`src/core/hbsx_pkg.sv`:
```
// package: constants and types of the sixteen-bit host bus, non-muxed mode
package hbsx_pkg;
    // ========================================================
    // mode selection
    localparam logic [3:0] HBSX_IF_MODE_HOST_BUS = 4'h3;
    localparam logic [1:0] HBSX_HB_MODE_NONMUX = 2'h1;
    localparam logic HBSX_BYTE_SEL_OFF = 1'h1;
    // ========================================================
    // select schemes
    localparam logic [2:0] HBSX_SCH_ALE = 3'h0;
    localparam logic [2:0] HBSX_SCH_CS1 = 3'h1;
    localparam logic [2:0] HBSX_SCH_CS2 = 3'h2;
    localparam logic [2:0] HBSX_SCH_ALE_CS2 = 3'h3;
    localparam logic [2:0] HBSX_SCH_CS3 = 3'h4;
    localparam logic [2:0] HBSX_SCH_CS4 = 3'h5;
    // ========================================================
    // interface signal positions
    localparam int HBSX_PINS = 42;
    localparam int HBSX_DATA_W = 16;
    localparam int HBSX_ADDR_W = 21;
    localparam int HBSX_PIN_ADDR0 = 16;
    localparam int HBSX_BASE_ADDR_BITS = 12;
    localparam int HBSX_PIN_BSEL0 = 24;
    localparam int HBSX_PIN_BSEL1 = 25;
    localparam int HBSX_PIN_CS0_ALT = 26;
    localparam int HBSX_PIN_CS1 = 27;
    localparam int HBSX_PIN_RD = 28;
    localparam int HBSX_PIN_WR = 29;
    localparam int HBSX_PIN_ALE_CS0 = 30;
    localparam int HBSX_PIN_CS2 = 31;
    localparam int HBSX_PIN_READY = 32;
    localparam int HBSX_PIN_EXT = 33;
    localparam int HBSX_PIN_EXT_ADDR = 34;
    localparam int HBSX_EXT_ADDR_LO = 12;
    localparam int HBSX_EXT_ADDR_BITS = 8;
    localparam int HBSX_ADDR_TOP = 20;
    // ========================================================
    // bus cycle states, gray along idle-addr-data-done
    typedef enum logic [1:0] {
        HBSX_IDLE = 2'h0,
        HBSX_ADDR = 2'h1,
        HBSX_DATA = 2'h3,
        HBSX_DONE = 2'h2
    } hbsx_state_t;
    // ========================================================
    // configuration bundle
    typedef struct packed {
        logic [3:0] interfaceMode;
        logic [1:0] hostBusMode;
        logic byteLaneSelect;
        logic [2:0] selectScheme;
    } hbsx_cfg_t;
    // request bundle
    typedef struct packed {
        logic write;
        logic [1:0] target;
        logic [HBSX_ADDR_W-1:0] addr;
        logic [1:0] byteEn;
        logic [HBSX_DATA_W-1:0] wdata;
    } hbsx_req_t;
    // pin-side strobes, active high
    typedef struct packed {
        logic ale;
        logic rd;
        logic wr;
        logic [3:0] cs;
        logic [1:0] byte_lane_select;
    } hbsx_strobe_t;
endpackage

```
`src/core/hbsx_pin_map.sv`:
```
// pin map: places address, data and strobes onto the interface signals
`timescale 1ns/1ps
`default_nettype none
module hbsx_pin_map
    import hbsx_pkg::*;
(
    // configuration
    input wire logic enabled,
    input wire logic [2:0] selectScheme,
    input wire logic byteSelOn,
    // bus content
    input wire logic [HBSX_ADDR_W-1:0] addr,
    input wire hbsx_strobe_t strobes,
    input wire logic [HBSX_DATA_W-1:0] dataOut,
    input wire logic dataOe,
    // interface signals
    output logic [HBSX_PINS-1:0] pinOut,
    output logic [HBSX_PINS-1:0] pinOe
);
    // ========================================================
    // mapping
    always_comb
    begin
        pinOut = '0;
        pinOe = '0;
        pinOut[HBSX_DATA_W-1:0] = dataOut;
        pinOe[HBSX_DATA_W-1:0] = {HBSX_DATA_W{dataOe}};
        for (int i = 0; i < HBSX_BASE_ADDR_BITS; i++)
        begin
            pinOut[HBSX_PIN_ADDR0+i] = addr[i];
            pinOe[HBSX_PIN_ADDR0+i] = 1'b1;
        end
        pinOut[HBSX_PIN_RD] = strobes.rd;
        pinOut[HBSX_PIN_WR] = strobes.wr;
        pinOe[HBSX_PIN_RD] = 1'b1;
        pinOe[HBSX_PIN_WR] = 1'b1;
        pinOe[HBSX_PIN_ALE_CS0] = 1'b1;
        case (selectScheme)
            HBSX_SCH_ALE:
                pinOut[HBSX_PIN_ALE_CS0] = strobes.ale;
            HBSX_SCH_CS1:
                pinOut[HBSX_PIN_ALE_CS0] = strobes.cs[0];
            HBSX_SCH_CS2:
            begin
                pinOut[HBSX_PIN_ALE_CS0] = strobes.cs[0];
                pinOut[HBSX_PIN_CS1] = strobes.cs[1];
            end
            HBSX_SCH_ALE_CS2:
            begin
                pinOut[HBSX_PIN_ALE_CS0] = strobes.ale;
                pinOut[HBSX_PIN_CS0_ALT] = strobes.cs[0];
                pinOut[HBSX_PIN_CS1] = strobes.cs[1];
            end
            HBSX_SCH_CS3, HBSX_SCH_CS4:
            begin
                // ten extra signals: cs2, pin 33 and eight address bits
                pinOut[HBSX_PIN_ALE_CS0] = strobes.cs[0];
                pinOut[HBSX_PIN_CS1] = strobes.cs[1];
                pinOut[HBSX_PIN_CS2] = strobes.cs[2];
                pinOe[HBSX_PIN_CS2] = 1'b1;
                pinOe[HBSX_PIN_EXT] = 1'b1;
                pinOut[HBSX_PIN_EXT] = (selectScheme == HBSX_SCH_CS4) ?
                    strobes.cs[3] : addr[HBSX_ADDR_TOP];
                for (int i = 0; i < HBSX_EXT_ADDR_BITS; i++)
                begin
                    pinOut[HBSX_PIN_EXT_ADDR+i] = addr[HBSX_EXT_ADDR_LO+i];
                    pinOe[HBSX_PIN_EXT_ADDR+i] = 1'b1;
                end
            end
            default:
                pinOut[HBSX_PIN_ALE_CS0] = 1'b0;
        endcase
        if (byteSelOn)
        begin
            pinOut[HBSX_PIN_BSEL0] = strobes.byte_lane_select[0];
            pinOut[HBSX_PIN_BSEL1] = strobes.byte_lane_select[1];
        end
        if (!enabled)
        begin
            // idle mode: every signal released so other functions may own it
            pinOe = '0;
        end
    end
endmodule
`default_nettype wire

```
`src/core/hbsx_host_bus.sv`:
```
// host bus master: sixteen-bit non-multiplexed bus cycles
// ============================================================
`timescale 1ns/1ps
`default_nettype none
module hbsx_host_bus
    import hbsx_pkg::*;
(
    // clock and reset
    input wire logic core_clk,
    input wire logic rst,
    // configuration
    input wire hbsx_cfg_t cfg,
    // request side
    input wire logic reqValid,
    input wire hbsx_req_t req,
    output logic reqReady,
    // answer side
    output logic rspValid,
    output logic [HBSX_DATA_W-1:0] rspData,
    // status
    output logic busActive,
    // interface signals
    input wire logic [HBSX_PINS-1:0] pinIn,
    output logic [HBSX_PINS-1:0] pinOut,
    output logic [HBSX_PINS-1:0] pinOe
);
    // ========================================================
    // decoding helpers
    // ready table, one entry per scheme
    function automatic logic readyHonoured(input logic [2:0] sch);
        case (sch)
            // the latch-strobe-only scheme has no spare signal for ready
            HBSX_SCH_ALE: readyHonoured = 1'b0;
            HBSX_SCH_CS1: readyHonoured = 1'b1;
            HBSX_SCH_CS2: readyHonoured = 1'b1;
            HBSX_SCH_ALE_CS2: readyHonoured = 1'b1;
            HBSX_SCH_CS3: readyHonoured = 1'b1;
            HBSX_SCH_CS4: readyHonoured = 1'b1;
            default: readyHonoured = 1'b1;
        endcase
    endfunction

    // number of chip selects each scheme offers
    function automatic logic [2:0] csLimit(input logic [2:0] sch);
        case (sch)
            HBSX_SCH_CS1: csLimit = 3'h1;
            HBSX_SCH_CS2: csLimit = 3'h2;
            HBSX_SCH_ALE_CS2: csLimit = 3'h2;
            HBSX_SCH_CS3: csLimit = 3'h3;
            HBSX_SCH_CS4: csLimit = 3'h4;
            default: csLimit = 3'h0;
        endcase
    endfunction

    // schemes that carry the address latch strobe
    function automatic logic hasAle(input logic [2:0] sch);
        case (sch)
            HBSX_SCH_ALE: hasAle = 1'b1;
            HBSX_SCH_ALE_CS2: hasAle = 1'b1;
            default: hasAle = 1'b0;
        endcase
    endfunction

    // ========================================================
    // mode
    logic enabled;
    logic byteSelOn;
    logic readyOk;
    assign enabled = (cfg.interfaceMode == HBSX_IF_MODE_HOST_BUS) &&
                     (cfg.hostBusMode == HBSX_HB_MODE_NONMUX);
    assign byteSelOn = (cfg.byteLaneSelect != HBSX_BYTE_SEL_OFF);
    assign readyOk = !readyHonoured(cfg.selectScheme) ||
                     pinIn[HBSX_PIN_READY];

    // ========================================================
    // cycle sequencer
    hbsx_state_t state_q;
    hbsx_state_t state_d;
    hbsx_req_t cur_q;
    hbsx_strobe_t strobes;
    logic [HBSX_DATA_W-1:0] rdata_q;
    logic take;
    logic inAddr;
    logic inData;
    logic sampleRead;
    logic dataDrive;

    assign reqReady = enabled && (state_q == HBSX_IDLE);
    assign busActive = (state_q != HBSX_IDLE);
    assign take = reqValid && reqReady;
    assign inAddr = (state_q == HBSX_ADDR);
    assign inData = (state_q == HBSX_DATA);

    // next state
    always_comb
    begin
        state_d = state_q;
        case (state_q)
            HBSX_IDLE:
                if (take)
                begin
                    state_d = HBSX_ADDR;
                end
            HBSX_ADDR:
                state_d = HBSX_DATA;
            HBSX_DATA:
                // a slow peripheral keeps the cycle here
                if (readyOk)
                begin
                    state_d = HBSX_DONE;
                end
            HBSX_DONE:
                state_d = HBSX_IDLE;
            default:
                state_d = HBSX_IDLE;
        endcase
    end

    always_ff @(posedge core_clk or posedge rst)
    begin
        if (rst)
        begin
            state_q <= HBSX_IDLE;
        end
        else
        begin
            state_q <= state_d;
        end
    end

    // request held whole until the cycle ends
    always_ff @(posedge core_clk or posedge rst)
    begin
        if (rst)
        begin
            cur_q <= '0;
        end
        else if (take)
        begin
            cur_q <= req;
        end
    end

    // ========================================================
    // read response
    // read data sampled only once ready is seen
    assign sampleRead = inData && readyOk && !cur_q.write;

    always_ff @(posedge core_clk or posedge rst)
    begin
        if (rst)
        begin
            rdata_q <= '0;
        end
        else if (sampleRead)
        begin
            rdata_q <= pinIn[HBSX_DATA_W-1:0];
        end
    end

    assign rspValid = (state_q == HBSX_DONE);
    assign rspData = rdata_q;

    // ========================================================
    // chip select decode, one slice per select
    logic [2:0] csCount;
    logic [3:0] csHit;
    assign csCount = csLimit(cfg.selectScheme);
    for (genvar g = 0; g < 4; g++)
    begin : g_cs
        // a target beyond the scheme's selects drives none of them
        assign csHit[g] = (cur_q.target == 2'(g)) &&
                          (3'(g) < csCount);
    end

    // ========================================================
    // strobes
    // write data owns the data lines in ADDR and DATA only; releasing
    // them in DONE keeps a following read from fighting the peripheral
    assign dataDrive = cur_q.write && (inAddr || inData);

    always_comb
    begin
        strobes = '0;
        strobes.ale = inAddr && hasAle(cfg.selectScheme);
        strobes.rd = inData && !cur_q.write;
        strobes.wr = inData && cur_q.write;
        if (inAddr || inData)
        begin
            strobes.cs = csHit;
            strobes.byte_lane_select = cur_q.byteEn;
        end
    end

    // ========================================================
    // pin placement
    hbsx_pin_map u_map (
        .enabled(enabled),
        .selectScheme(cfg.selectScheme),
        .byteSelOn(byteSelOn),
        .addr(cur_q.addr),
        .strobes(strobes),
        .dataOut(cur_q.wdata),
        .dataOe(dataDrive),
        .pinOut(pinOut),
        .pinOe(pinOe)
    );
endmodule
`default_nettype wire

```
`config.mk`:
```
export PLATFORM = sky130hd
export DESIGN_NAME = hbsx_host_bus
export DESIGN_NICKNAME = d
export VERILOG_FILES = /design/src/core/hbsx_pkg.sv /design/src/core/hbsx_pin_map.sv /design/src/core/hbsx_host_bus.sv
export SDC_FILE = /design/constraint.sdc
export NUM_CORES = 1
export LEC_CHECK = 0
export BUFFER_PORTS_ARGS = -buffer_cell sky130_fd_sc_hd__buf_2
export CORE_AREA = 2 2 95 97
export CTS_CLUSTER_DIAMETER = 80
export DETAILED_ROUTE_END_ITERATION = 6
export DIE_AREA = 0 0 97 99
export GPL_TIMING_DRIVEN = 0
export PLACE_DENSITY = 0.75
export SETUP_SLACK_MARGIN = 0.3
export SLEW_MARGIN = 30
export SYNTH_ARGS = -nofsm -noshare
export SYNTH_HDL_FRONTEND = slang
export SYNTH_HIERARCHICAL = 1
export SYNTH_SLANG_ARGS = --single-unit
```
`constraint.sdc`:
```
create_clock -name core_clk -period 1.41 [get_ports core_clk]
set_input_delay 0 -clock core_clk [delete_from_list [all_inputs] [get_ports core_clk]]
set_output_delay 0 -clock core_clk [all_outputs]
set_load 0.1 [all_outputs]
```
* After elaboration in Yosys (flattened, before gate mapping) *
Index checks and enable logic that the tools add are counted.

word-level totals
  bits in registers = 60
  bits of input ports = 97
  output and inout bits = 103
  logic and storage cells = 68

cells by class
  order comparisons = 4
  eq/ne operators = 15
  multiplexer cells = 16
  reduce and logical (&&, ||, !) cells = 26

operators by type and width
  cell                  number
  $mux W42              1
  $mux W9               2
  $logic_and A1 B1 Y1   13
  $pmux W3 S4           1
  $eq A2 B2 Y1 const B  4
  $pmux W2 S4           1
  $reduce_or A4 Y1      2
  $eq A2 B1 Y1 const B  3
  $eq A3 B2 Y1 const B  2
  $eq A3 B3 Y1 const B  2
  $lt A1 B3 Y1 const A  2
  $lt A2 B3 Y1 const A  2
  $mux W1               6
  $mux W2               3
  $mux W6               1
  $reduce_or A2 Y1      3
  $eq A4 B2 Y1 const B  1
  $logic_not A2 Y1      2
  $ne A2 B2 Y1 const B  2
  $eq A3 B1 Y1 const B  1
  $logic_not A3 Y1      1
  $logic_or A1 B1 Y1    2
  $pmux W1 S2           1
  $reduce_and A2 Y1     1
  other kinds (2)       2

* Depth between registers and ports, before layout *
Gate-level depths: netlist (run 1).

  depth after elaboration = 8
  depth in mapped cells = 5
  depth with buffers taken out = 5

* Hierarchy *
Netlist (run 1), hierarchy kept.

by module, submodules not included
  module         times used  cells an instance  area an instance (sq um)  sequential area each (sq um)
  hbsx_host_bus  1           155                2581.2                    1501.4
  hbsx_pin_map   1           96                 704.4                     0.0

* Least setup slack after synthesis (run 1) *
OpenSTA, ideal clock, no wires.

  path type = input -> output
  start = input port cfg[9] (netlist name)
  end = output port reqReady
  arrival time = 2.891 ns
  required time = 1.410 ns
  setup slack = -1.481 ns
  stages on the path = 3
  buffers on the path = 0
  cell sequence = nor4b_4 and3_2 nor3b_1

between the ends
  word-level cells in the longest chain between the ends = 3

ends and longest elaborated chain
  item                 RTL line             source
  from (decl)          hbsx_host_bus.sv:12  input wire hbsx_cfg_t cfg,
  $eq A4 B2 Y1         hbsx_host_bus.sv:69  assign enabled = (cfg.interfaceMode == HBSX_IF_MODE_HOST_BUS) &&
  $logic_and A1 B1 Y1  hbsx_host_bus.sv:69
  via enabled          hbsx_host_bus.sv:66  logic enabled;
  $logic_and A1 B1 Y1  hbsx_host_bus.sv:88  assign reqReady = enabled && (state_q == HBSX_IDLE);
  to (decl)            hbsx_host_bus.sv:16  output logic reqReady,

The timed path passes the listed nets, and every way through them passes these cells.

* Final worst setup path (run 1) *
  start = register state_q[0]
  end = register cur_q[26] (netlist name)

between the ends
  word-level cells in the longest chain between the ends = 3

ends and longest elaborated chain
  item                    RTL line              source
  from (decl)             hbsx_host_bus.sv:77   hbsx_state_t state_q;
  from (signal assigned)  hbsx_host_bus.sv:127  state_q <= state_d;
  $logic_not A2 Y1        hbsx_host_bus.sv:88
  $logic_and A1 B1 Y1     hbsx_host_bus.sv:88
  $logic_and A1 B1 Y1     hbsx_host_bus.sv:90   assign take = reqValid && reqReady;
  to (signal assigned)    hbsx_host_bus.sv:140  cur_q <= req;
  to (decl)               hbsx_host_bus.sv:79   hbsx_req_t cur_q;

No other way between the ends.
A chain may end at the register's enable or synchronous reset.

==> qor.csv, run 1 <==
metric,value,unit
outcome,"finished, violations left",
violations in the final reports,negative setup slack,
TritonCTS clock tree,done,
Core ar.,0.008551,sq mm
CP cell instances,buf_6 -> nor3b_4 -> nand4_4 -> buf_12 -> bufbuf_16 -> mux2_4,
post-synth cell types,36,
Fmax,525.5,MHz
routability cong.,0.7202,
total track usage,21.97,%
"Clk pin slew, worst setup/hold paths",80,ps
htree depth,3,
worst hold path class,input port to async pin,
Worst slew margin,44.39,%
sequential-to-total area share from yosys stat,45.70,%
Clock Skew,10.43,ps
Synth Instances,251,
dpl cell area,0.004723,sq mm
design area,0.007258,sq mm
unrepaired setup endpoints after global routing,yes,
crit path time final,1903,ps
Post-DRT Antenna Nets,0,
largest net degree at the start of global routing,31,
Synth Register Bits,60,
routed vias/inst,4.611,
Peak VDD IR,0.7682,mV
First-pass DRT Iterations,4,
global-route wire length before repair,16770,um
Syn Std Cell Area,0.003286,sq mm
CP Class,flip-flop to flip-flop,
Slew Limit Fails,0,
PortBufs,172,
number of nets in the layout,628,
endpoint class of the critical path,flip-flop,
Initial Util,38.43,%
Worst-Skew Late Latency,340,ps
Fillers,377,
post-place setup slack,-434.7,ps
"Worst Setup Slack, final",-492.8,ps
"commonest non-fill, non-tap cell in the layout",buf_12,
initial antenna violation count,0,
final hold vios,0,
reg2reg path depth,6,
die area,0.009603,sq mm
crit start category,flip-flop,
LEAKAGE,3.687,nW
Max-Cap Viols,0,
DP Wirelength,5901,um
site row count,34,
WL/cell,18.88,um
Clock Sink Count,60,
area grow syn2layout,120.9,%
Die Span Y,99,um
residual DRC count,0,
fin crit share,135.0,%
io pins,200,
grt total ovfl,0,
slew at the pin with the worst max-slew slack,827.8,ps
mean cell area of the mapped netlist,13.09,sq um
CP required,1630,ps
WL final,12140,um
Antenna diodes,0,
CTS root buf,clkbuf_8,
synthesis warning total,6,
share of cells above drive strength 1,74.02,%
initial DRC count,69,
CP arrival,2120,ps
CP max stage delay,470,ps
vias in the first global route,3290,
CTS Buf Count,9,
Max clock buf depth,2,
routed vias,2965,
Final setup violation count,84,
die width,97,um
CP max FO,5,
Critical-path top delay cell,dfrtp_2,
PwrDens,1122,mW/mm^2
most frequent cells in the layout,"76 x buf_12, 68 x buf_2, 62 x buf_4",
-- stage by stage --
stage | instances | total power [mW] | hold WS, ps | utilization, % | TNS, ps
after detailed placement | 534 | 5.691 | 58.25 | 55.24 | -31320
after floorplan | 252 | 5.139 | 105.7 | - | -6162
after CTS | 632 | 7.779 | 113.7 | 78.34 | -24900
after global placement | 532 | 5.621 | 230.6 | 54.68 | -29010
after global routing | 643 | 8.391 | 269.1 | 84.88 | -33800
final | 643 | 8.146 | 243.2 | 84.88 | -29670
-- cells by family (layout without fill, tap and decap cells) --
| logic type | after synthesis | after routing | share of synthesized area, % |
|---|---|---|---|
| mux | 64 | 64 | 26.47 |
| compound gates | 7 | 7 | 1.447 |
| flops | 60 | 60 | 45.70 |
| xor+xnor | 3 | 3 | 0.7998 |
| buf+inv | 78 | 361 | 17.75 |
| other cells | 1 | 2 | 0.1141 |
| simple gates | 38 | 38 | 7.731 |
-- layout make-up --
cell class / count / area (sq um) / share of cell area [%]
clock inverters: 5 / 52.55 / 0.7240
flip-flops and latches: 60 / 1511 / 20.82
well taps: 108 / 135.1 / 1.862
plain buffers: 75 / 875.8 / 12.07
inverters: 3 / 17.52 / 0.2413
repair buffers: 268 / 3070 / 42.30
clock buffers: 10 / 137.6 / 1.896
multi-input cells: 114 / 1458 / 20.08
-- synthesized netlist by cell type --
cell type  instances  share of area [%]
nor2b_1            2               0.38
nand2b_1           1               0.19
o21ai_0            2               0.30
xor2_1             1               0.27
buf_6              5                1.7
xnor2_1            2               0.53
nor3_1             2               0.30
mux2_2            21                7.2
o21ai_1            1               0.15
inv_1              3               0.34
a21oi_1            1               0.15
a32o_1             1               0.30
and2_1            14                2.7
nand2_1            2               0.23
or2_1              1               0.19
clkbuf_1           2               0.23
nand4_2            1               0.38
mux2_4            40                 18
a2111oi_0          1               0.27
or2_2              1               0.19
and3_2             1               0.23
buf_4             67                 15
nand3_1            1               0.15
dfrtp_1           60                 46
nor3b_1            3               0.69
nor2_1             4               0.46
o21ai_2            1               0.27
conb_1             1               0.11
mux2_1             2               0.69
and3_1             1               0.19
nor4b_1            1               0.27
buf_2              1               0.15
mux2i_1            1               0.30
nor4b_4            1               0.72
and3b_1            1               0.27
nand3b_1           1               0.23
-- worst max-delay path, delay by kind of cell, from the launching register on --
| family | cells | cell delay [ps] |
|---|---|---|
| mux | 1 | 290 |
| buf+inv | 3 | 610 |
| simple gates | 2 | 420 |
| flops | 1 | 470 |
-- state kept, by name, summed over array words and instances, names as in the netlist --
| name | count |
|---|---|
| state_q | 2 |
| rspData | 16 |
| cur_q | 42 |
-- per-layer routing --
metal	vias to the layer above	GRT usage [%]	part of all wire, %
met2	136	40.28	54
li1	1332	-	-
met1	1479	25.19	39
met3	18	4.894	5.0
met5	-	0	0
met4	0	7.801	1.6
-- power by group --
group	internal (mW)	switching (mW)	leakage, nW
Combinational	1.55	2.78	2.80
Sequential	2.04	0.235	0.791
Clock	0.845	0.694	0.0979
Total	4.44	3.71	3.69
-- final timing paths --
check	slack, ps	to	start
min in group core_clk	270	cur_q[32]	cfg[7]
hold / removal	240	rspData[7]	rst
setup reg to reg	-490	cur_q[26]	state_q[0]
hold reg to reg	510	cur_q[19]	cur_q[19]
setup / recovery	-490	cur_q[26]	state_q[0]
max in group asynchronous	670	cur_q[3]	rst
-- what timing repair did --
action	CTS	global route
gates cloned	4	2
setup endpoints to repair	159	135
setup buffers	19	9
hold endpoints to repair	76	0
gates resized for setup	253	112
pin swaps	1	13
hold buffers	60	0
(Power assumes the default switching activity.)
==> run 2: changes to the inputs <==
Settings changed: ABC_AREA from default to 1, PLACE_DENSITY 0.75 to 0.76.
==> qor.csv, run 2 <==
metric,value,unit
outcome,"finished, violations left",
violations in the final reports,negative setup slack,
most frequent cells in the layout,"79 x buf_4, 72 x buf_2, 68 x buf_6",
mean cell area of the mapped netlist,7.966,sq um
Critical-path top delay cell,dfrtp_1,
unrepaired setup endpoints after global routing,yes,
CP Class,flip-flop to primary output,
PwrDens,1346,mW/mm^2
CTS root buf,clkbuf_8,
PortBufs,171,
Final setup violation count,86,
Syn Std Cell Area,0.003346,sq mm
routed vias/inst,5.429,
First-pass DRT Iterations,5,
sequential-to-total area share from yosys stat,44.88,%
initial DRC count,362,
CP cell instances,buf_6 -> nand2_4 -> inv_2 -> nand2_4 -> clkinvlp_4 -> buf_4 -> buf_8,
"top cells by area, synth","dfrtp_1 45%, buf_4 16%, nand2_1 15%",
XOR/XNOR Fraction of Synth Area,0.2618,%
share of cells above drive strength 1,63.54,%
WL/cell,22.73,um
worst flop-to-flop path startpoint,state_q[0],
Worst-Skew Late Latency,340,ps
Fmax,570.1,MHz
residual DRC count,0,
endpoint class of the critical path,primary output,
post-synthesis compound-gate area fraction,1.122,%
top-count cell post-synth,nand2_1,
DP Wirelength,7185,um
Synth area leader,dfrtp_1,
CTS Buf Count,9,
synthesis warning total,6,
Synth Register Bits,60,
grt total ovfl,0,
ys flop type,dfrtp_1,
Post-Synth Simple-Gate Area,31.00,%
WL final,18950,um
CP arrival,1750,ps
Worst slew margin,59.36,%
io pins,200,
register with the most flip-flops,cur_q,
CP max FO,8,
Min-Delay Endpoint,state_q[0],
LEAKAGE,3.842,nW
R2R Path End,cur_q[41],
Clock Sink Count,60,
global-route wire length before repair,23100,um
site row count,34,
Fillers,288,
Max clock buf depth,2,
worst hold stages,4,
CP max stage delay,410,ps
die area,0.009603,sq mm
Synth async-reset ratio,100.0,%
"EDFF count, synth",0,
fin crit share,124.4,%
routability cong.,0.8199,
Synth Instances,420,
Post-DRT Antenna Nets,0,
post-synth cell types,25,
max FFs per register,42,
setup TNS,-17850,ps
crit path time final,1754,ps
hold path startpoint,pinIn[32],
slew at the pin with the worst max-slew slack,609.7,ps
vias in the first global route,4420,
die width,97,um
"Clk pin slew, worst setup/hold paths",90,ps
"Worst Setup Slack, final",-343.9,ps
post-synthesis mux area share,0.6731,%
htree depth,3,
total track usage,30.74,%
TritonCTS clock tree,done,
largest net degree at the start of global routing,27,
Initial Util,39.13,%
largest family of logic cells by synthesized area,simple AND/OR/NAND/NOR gates,
Clock Skew,18.47,ps
post-layout util,90.72,%
design area,0.007757,sq mm
dpl cell area,0.004793,sq mm
Die Span Y,99,um
cell mode on critical path,nand2_4,
CP required,1410,ps
worst hold path class,input port to flip-flop,
number of nets in the layout,816,
area grow syn2layout,131.9,%
final hold vios,0,
adder-cell share of the synthesized area,0,%
Core ar.,0.008551,sq mm
Worst Setup SP,state_q[0],
reg2reg path depth,8,
"commonest non-fill, non-tap cell in the layout",buf_4,
Synth top area share,44.88,%
flop-to-flop setup slack,-310,ps
"top cells by count, synth","137 x nand2_1, 70 x buf_4, 60 x dfrtp_1",
Peak VDD IR,1.618,mV
crit start category,flip-flop,
Max-Cap Viols,0,
Slew Limit Fails,0,
initial antenna violation count,1,
routed vias,4528,
## run 2: cell count changes in the layout (fill, tap and decap cells not counted), sizes merged, moves of 3 or more
cell      change
nand2       +138
nor2         +14
nand3        +21
clkbuf        +5
mux2         -61
clkinvlp      +4
nor3b         -3
buf          +29
and2         -14
inv          +26
nand4        +43
## run 2: repair_timing
item,4_1_cts,5_1_grt
setup buffers,23,21
hold buffers,59,0
endpoints found under the hold margin,92,0
pin swaps,22,33
resized for setup,342,135
gates cloned,9,2
endpoints found under the setup margin,160,140
## run 2: worst max path at each step
| stage | endpoint | cells past startpoint |
|---|---|---|
| floorplan | pinOe[11] | 6 |
| global placement | pinOe[36] | 9 |
| detailed placement | pinOe[39] | 9 |
| CTS | pinOe[2] | 7 |
| global route | pinOe[6] | 7 |
| finish | pinOe[6] | 7 |
## run 2: where the power goes
part           total [mW]  switching [mW]  internal (mW)
combinational        6.34            4.28           2.06
sequential           2.49           0.378           2.11
clock                1.62           0.799          0.822
## run 2: cell families (layout without fill, tap and decap cells)
logic type / count (synthesis) / count (layout)
AND/OR/NAND/NOR: 228 / 229
buffers and inverters: 121 / 423
AO/OA/AOI/OAI: 7 / 7
XOR/XNOR: 1 / 1
flip-flops: 60 / 60
multiplexers: 2 / 2
other: 1 / 4
## run 2: through the flow
step | power, mW | worst slack [ps] | hold slack (ps) | instances
2_1_floorplan | 6.019 | -243.7 | 105.9 | 421
3_3_place_gp | 6.694 | -401.4 | 233.2 | 700
3_5_place_dp | 6.776 | -459.6 | 37.91 | 702
4_1_cts | 9.389 | -165.6 | 22.78 | 809
5_1_grt | 10.69 | -365.4 | 51.55 | 833
6_report | 10.44 | -343.9 | 57.63 | 834
## run 2: critical path: cells and delay by family, from the launching register on
kind / cells / cell delay, ps
simple gates: 2 / 140
buf+inv: 5 / 850
flops: 1 / 410
## run 2: layout make-up
type                            instances  area, sq um  share of cell area [%]
Inverter                               31        146.4                   1.887
Tap cell                              108        135.1                   1.742
Timing Repair Buffer                  285         3168                   40.84
Sequential cell                        60         1505                   19.40
Antenna cell                            2        5.005                 0.06452
Clock buffer                            9        123.9                   1.597
Multi-Input combinational cell        241         1663                   21.44
Timing Repair inverter                  1        7.507                 0.09677
Buffer                                 90        928.4                   11.97
Clock inverter                          7        75.07                  0.9677
## run 2: metal layers
metal	track usage, %	share of wire [%]	vias up
li1	-	-	1888
met1	32.25	34	2180
met2	58.65	52	358
met3	6.099	7.3	102
met4	14.63	6.2	0
met5	0	0	-
==> run 3: changes to the inputs <==
Settings changed: CORE_AREA 2 2 95 97 to 2 2 87 106, DIE_AREA 0 0 97 99 to 0 0 89 108, RECOVER_POWER from default to 25.
==> qor.csv, run 3 (synthesis gave the netlist of run 2 again) <==
metric,value,unit
vias in the first global route,4498,
routed vias/inst,5.576,
CP Class,flip-flop to primary output,
crit path time final,1896,ps
crit start category,flip-flop,
Clock Sink Count,60,
max FFs per register,42,
CP arrival,1900,ps
TritonCTS clock tree,done,
LEAKAGE,3.750,nW
routability cong.,0.8484,
CTS root buf,clkbuf_8,
"commonest non-fill, non-tap cell in the layout",buf_4,
Post-DRT Antenna Nets,0,
Fmax,527.4,MHz
PwrDens,1348,mW/mm^2
WL final,19310,um
largest net degree at the start of global routing,30,
Max-Cap Viols,0,
initial DRC count,567,
fin crit share,134.5,%
violations in the final reports,negative setup slack,
site row count,37,
DP Wirelength,7093,um
Slew Limit Fails,0,
routed vias,4656,
CP max FO,6,
Antenna diodes,0,
Worst-Skew Late Latency,350,ps
design area,0.007515,sq mm
met1 wire length,6146,um
grt total ovfl,0,
met3 wire len,1541,um
Fillers,336,
Worst slew margin,51.55,%
sequential cell area,0.001504,sq mm
initial antenna violation count,0,
PortBufs,171,
CTS Buf Count,9,
htree depth,3,
outcome,"finished, violations left",
CP required,1410,ps
share of cells above drive strength 1,61.00,%
die area,0.009612,sq mm
"Worst Setup Slack, final",-485.9,ps
setup TNS,-11260,ps
WL/cell,23.12,um
most frequent cells in the layout,"85 x buf_4, 72 x buf_2, 71 x nand2_1",
io pins,200,
die width,89,um
area of the multi-input gates,0.001579,sq mm
endpoint class of the critical path,primary output,
slew at the pin with the worst max-slew slack,726.7,ps
Die Span Y,108,um
Peak VDD IR,1.348,mV
area grow syn2layout,124.6,%
global-route wire length before repair,23320,um
final hold vios,0,
residual DRC count,0,
dpl cell area,0.004805,sq mm
number of nets in the layout,810,
Final setup violation count,85,
total track usage,32.38,%
register with the most flip-flops,cur_q,
Core ar.,0.008518,sq mm
hold slack,166.0,ps
Initial Util,39.28,%
Max clock buf depth,2,
Clock Skew,7.855,ps
First-pass DRT Iterations,6,
worst hold path class,input port to flip-flop,
WL met2,9943,um
"Clk pin slew, worst setup/hold paths",70,ps
unrepaired setup endpoints after global routing,yes,
top sig layer,met4,
==> run 3: cell count changes in the layout (fill, tap and decap cells not counted), moves of 3 or more <==
cell | previous run | this run
clkinvlp_4 | 6 | 3
nand3_1 | 15 | 21
nand2_4 | 17 | 10
buf_6 | 68 | 58
clkbuf_1 | 6 | 9
nand2_1 | 66 | 71
buf_4 | 79 | 85
nand3_2 | 7 | 1
==> run 3: worst paths after layout <==
kind	from	to	slack, ps	cells past startpoint
worst min register to register	rspData[1]	rspData[1]	490	2
worst min-delay path	reqValid	cur_q[8]	170	3
max in group asynchronous	rst	cur_q[40]	120	4
worst max-delay path	state_q[0]	pinOut[30]	-490	6
worst max register to register	state_q[1]	rspData[4]	-160	8
min in group asynchronous	rst	cur_q[26]	190	3
==> run 3: area by class of cell <==
type                    count  area share, %
inverters                  31          1.881
plain buffers              90          12.07
multi-input cells         241          21.01
clock buffers              11          1.748
well taps                 117          1.948
flip-flops and latches     60          20.01
repair inverters            1        0.09990
clock inverters             5         0.6993
repair buffers            279          40.53
==> run 3: stage by stage <==
step | setup WS, ps | total power, mW | std cells | utilization, %
floorplan | -243.7 | 6.019 | 421 | -
global placement | -416.4 | 6.692 | 709 | 55.85
detailed placement | -439.9 | 6.769 | 711 | 56.40
CTS | -179.5 | 9.271 | 814 | 81.17
global route | -459.2 | 10.36 | 835 | 88.22
finish | -485.9 | 10.13 | 835 | 88.22
==> run 3: routing by layer <==
metal	vias up	global-route usage, %
met2	384	59.01
met1	2259	34.51
met4	0	16.74
li1	1872	-
met5	-	0
met3	141	6.489
==> run 3: where the power goes <==
part           internal, mW  switching (mW)
sequential             2.11           0.365
combinational          1.87            4.22
clock                 0.810           0.757
==> run 3: timing repair <==
action                                  in CTS  in global routing
pin swaps                                   20                 15
hold buffers                                59                  0
setup buffers                               20                 20
endpoints found under the hold margin      118                  0
endpoints found under the setup margin     160                140
gates resized for setup                    325                125
gates cloned                                 8                  1
==> run 3: worst max-delay path: stages (launching register included) <==
cell	delay, ps
dfrtp_1	360
buf_6	160
inv_4	80
a211oi_2	230
nand3_1	340
nand2_4	190
buf_12	180
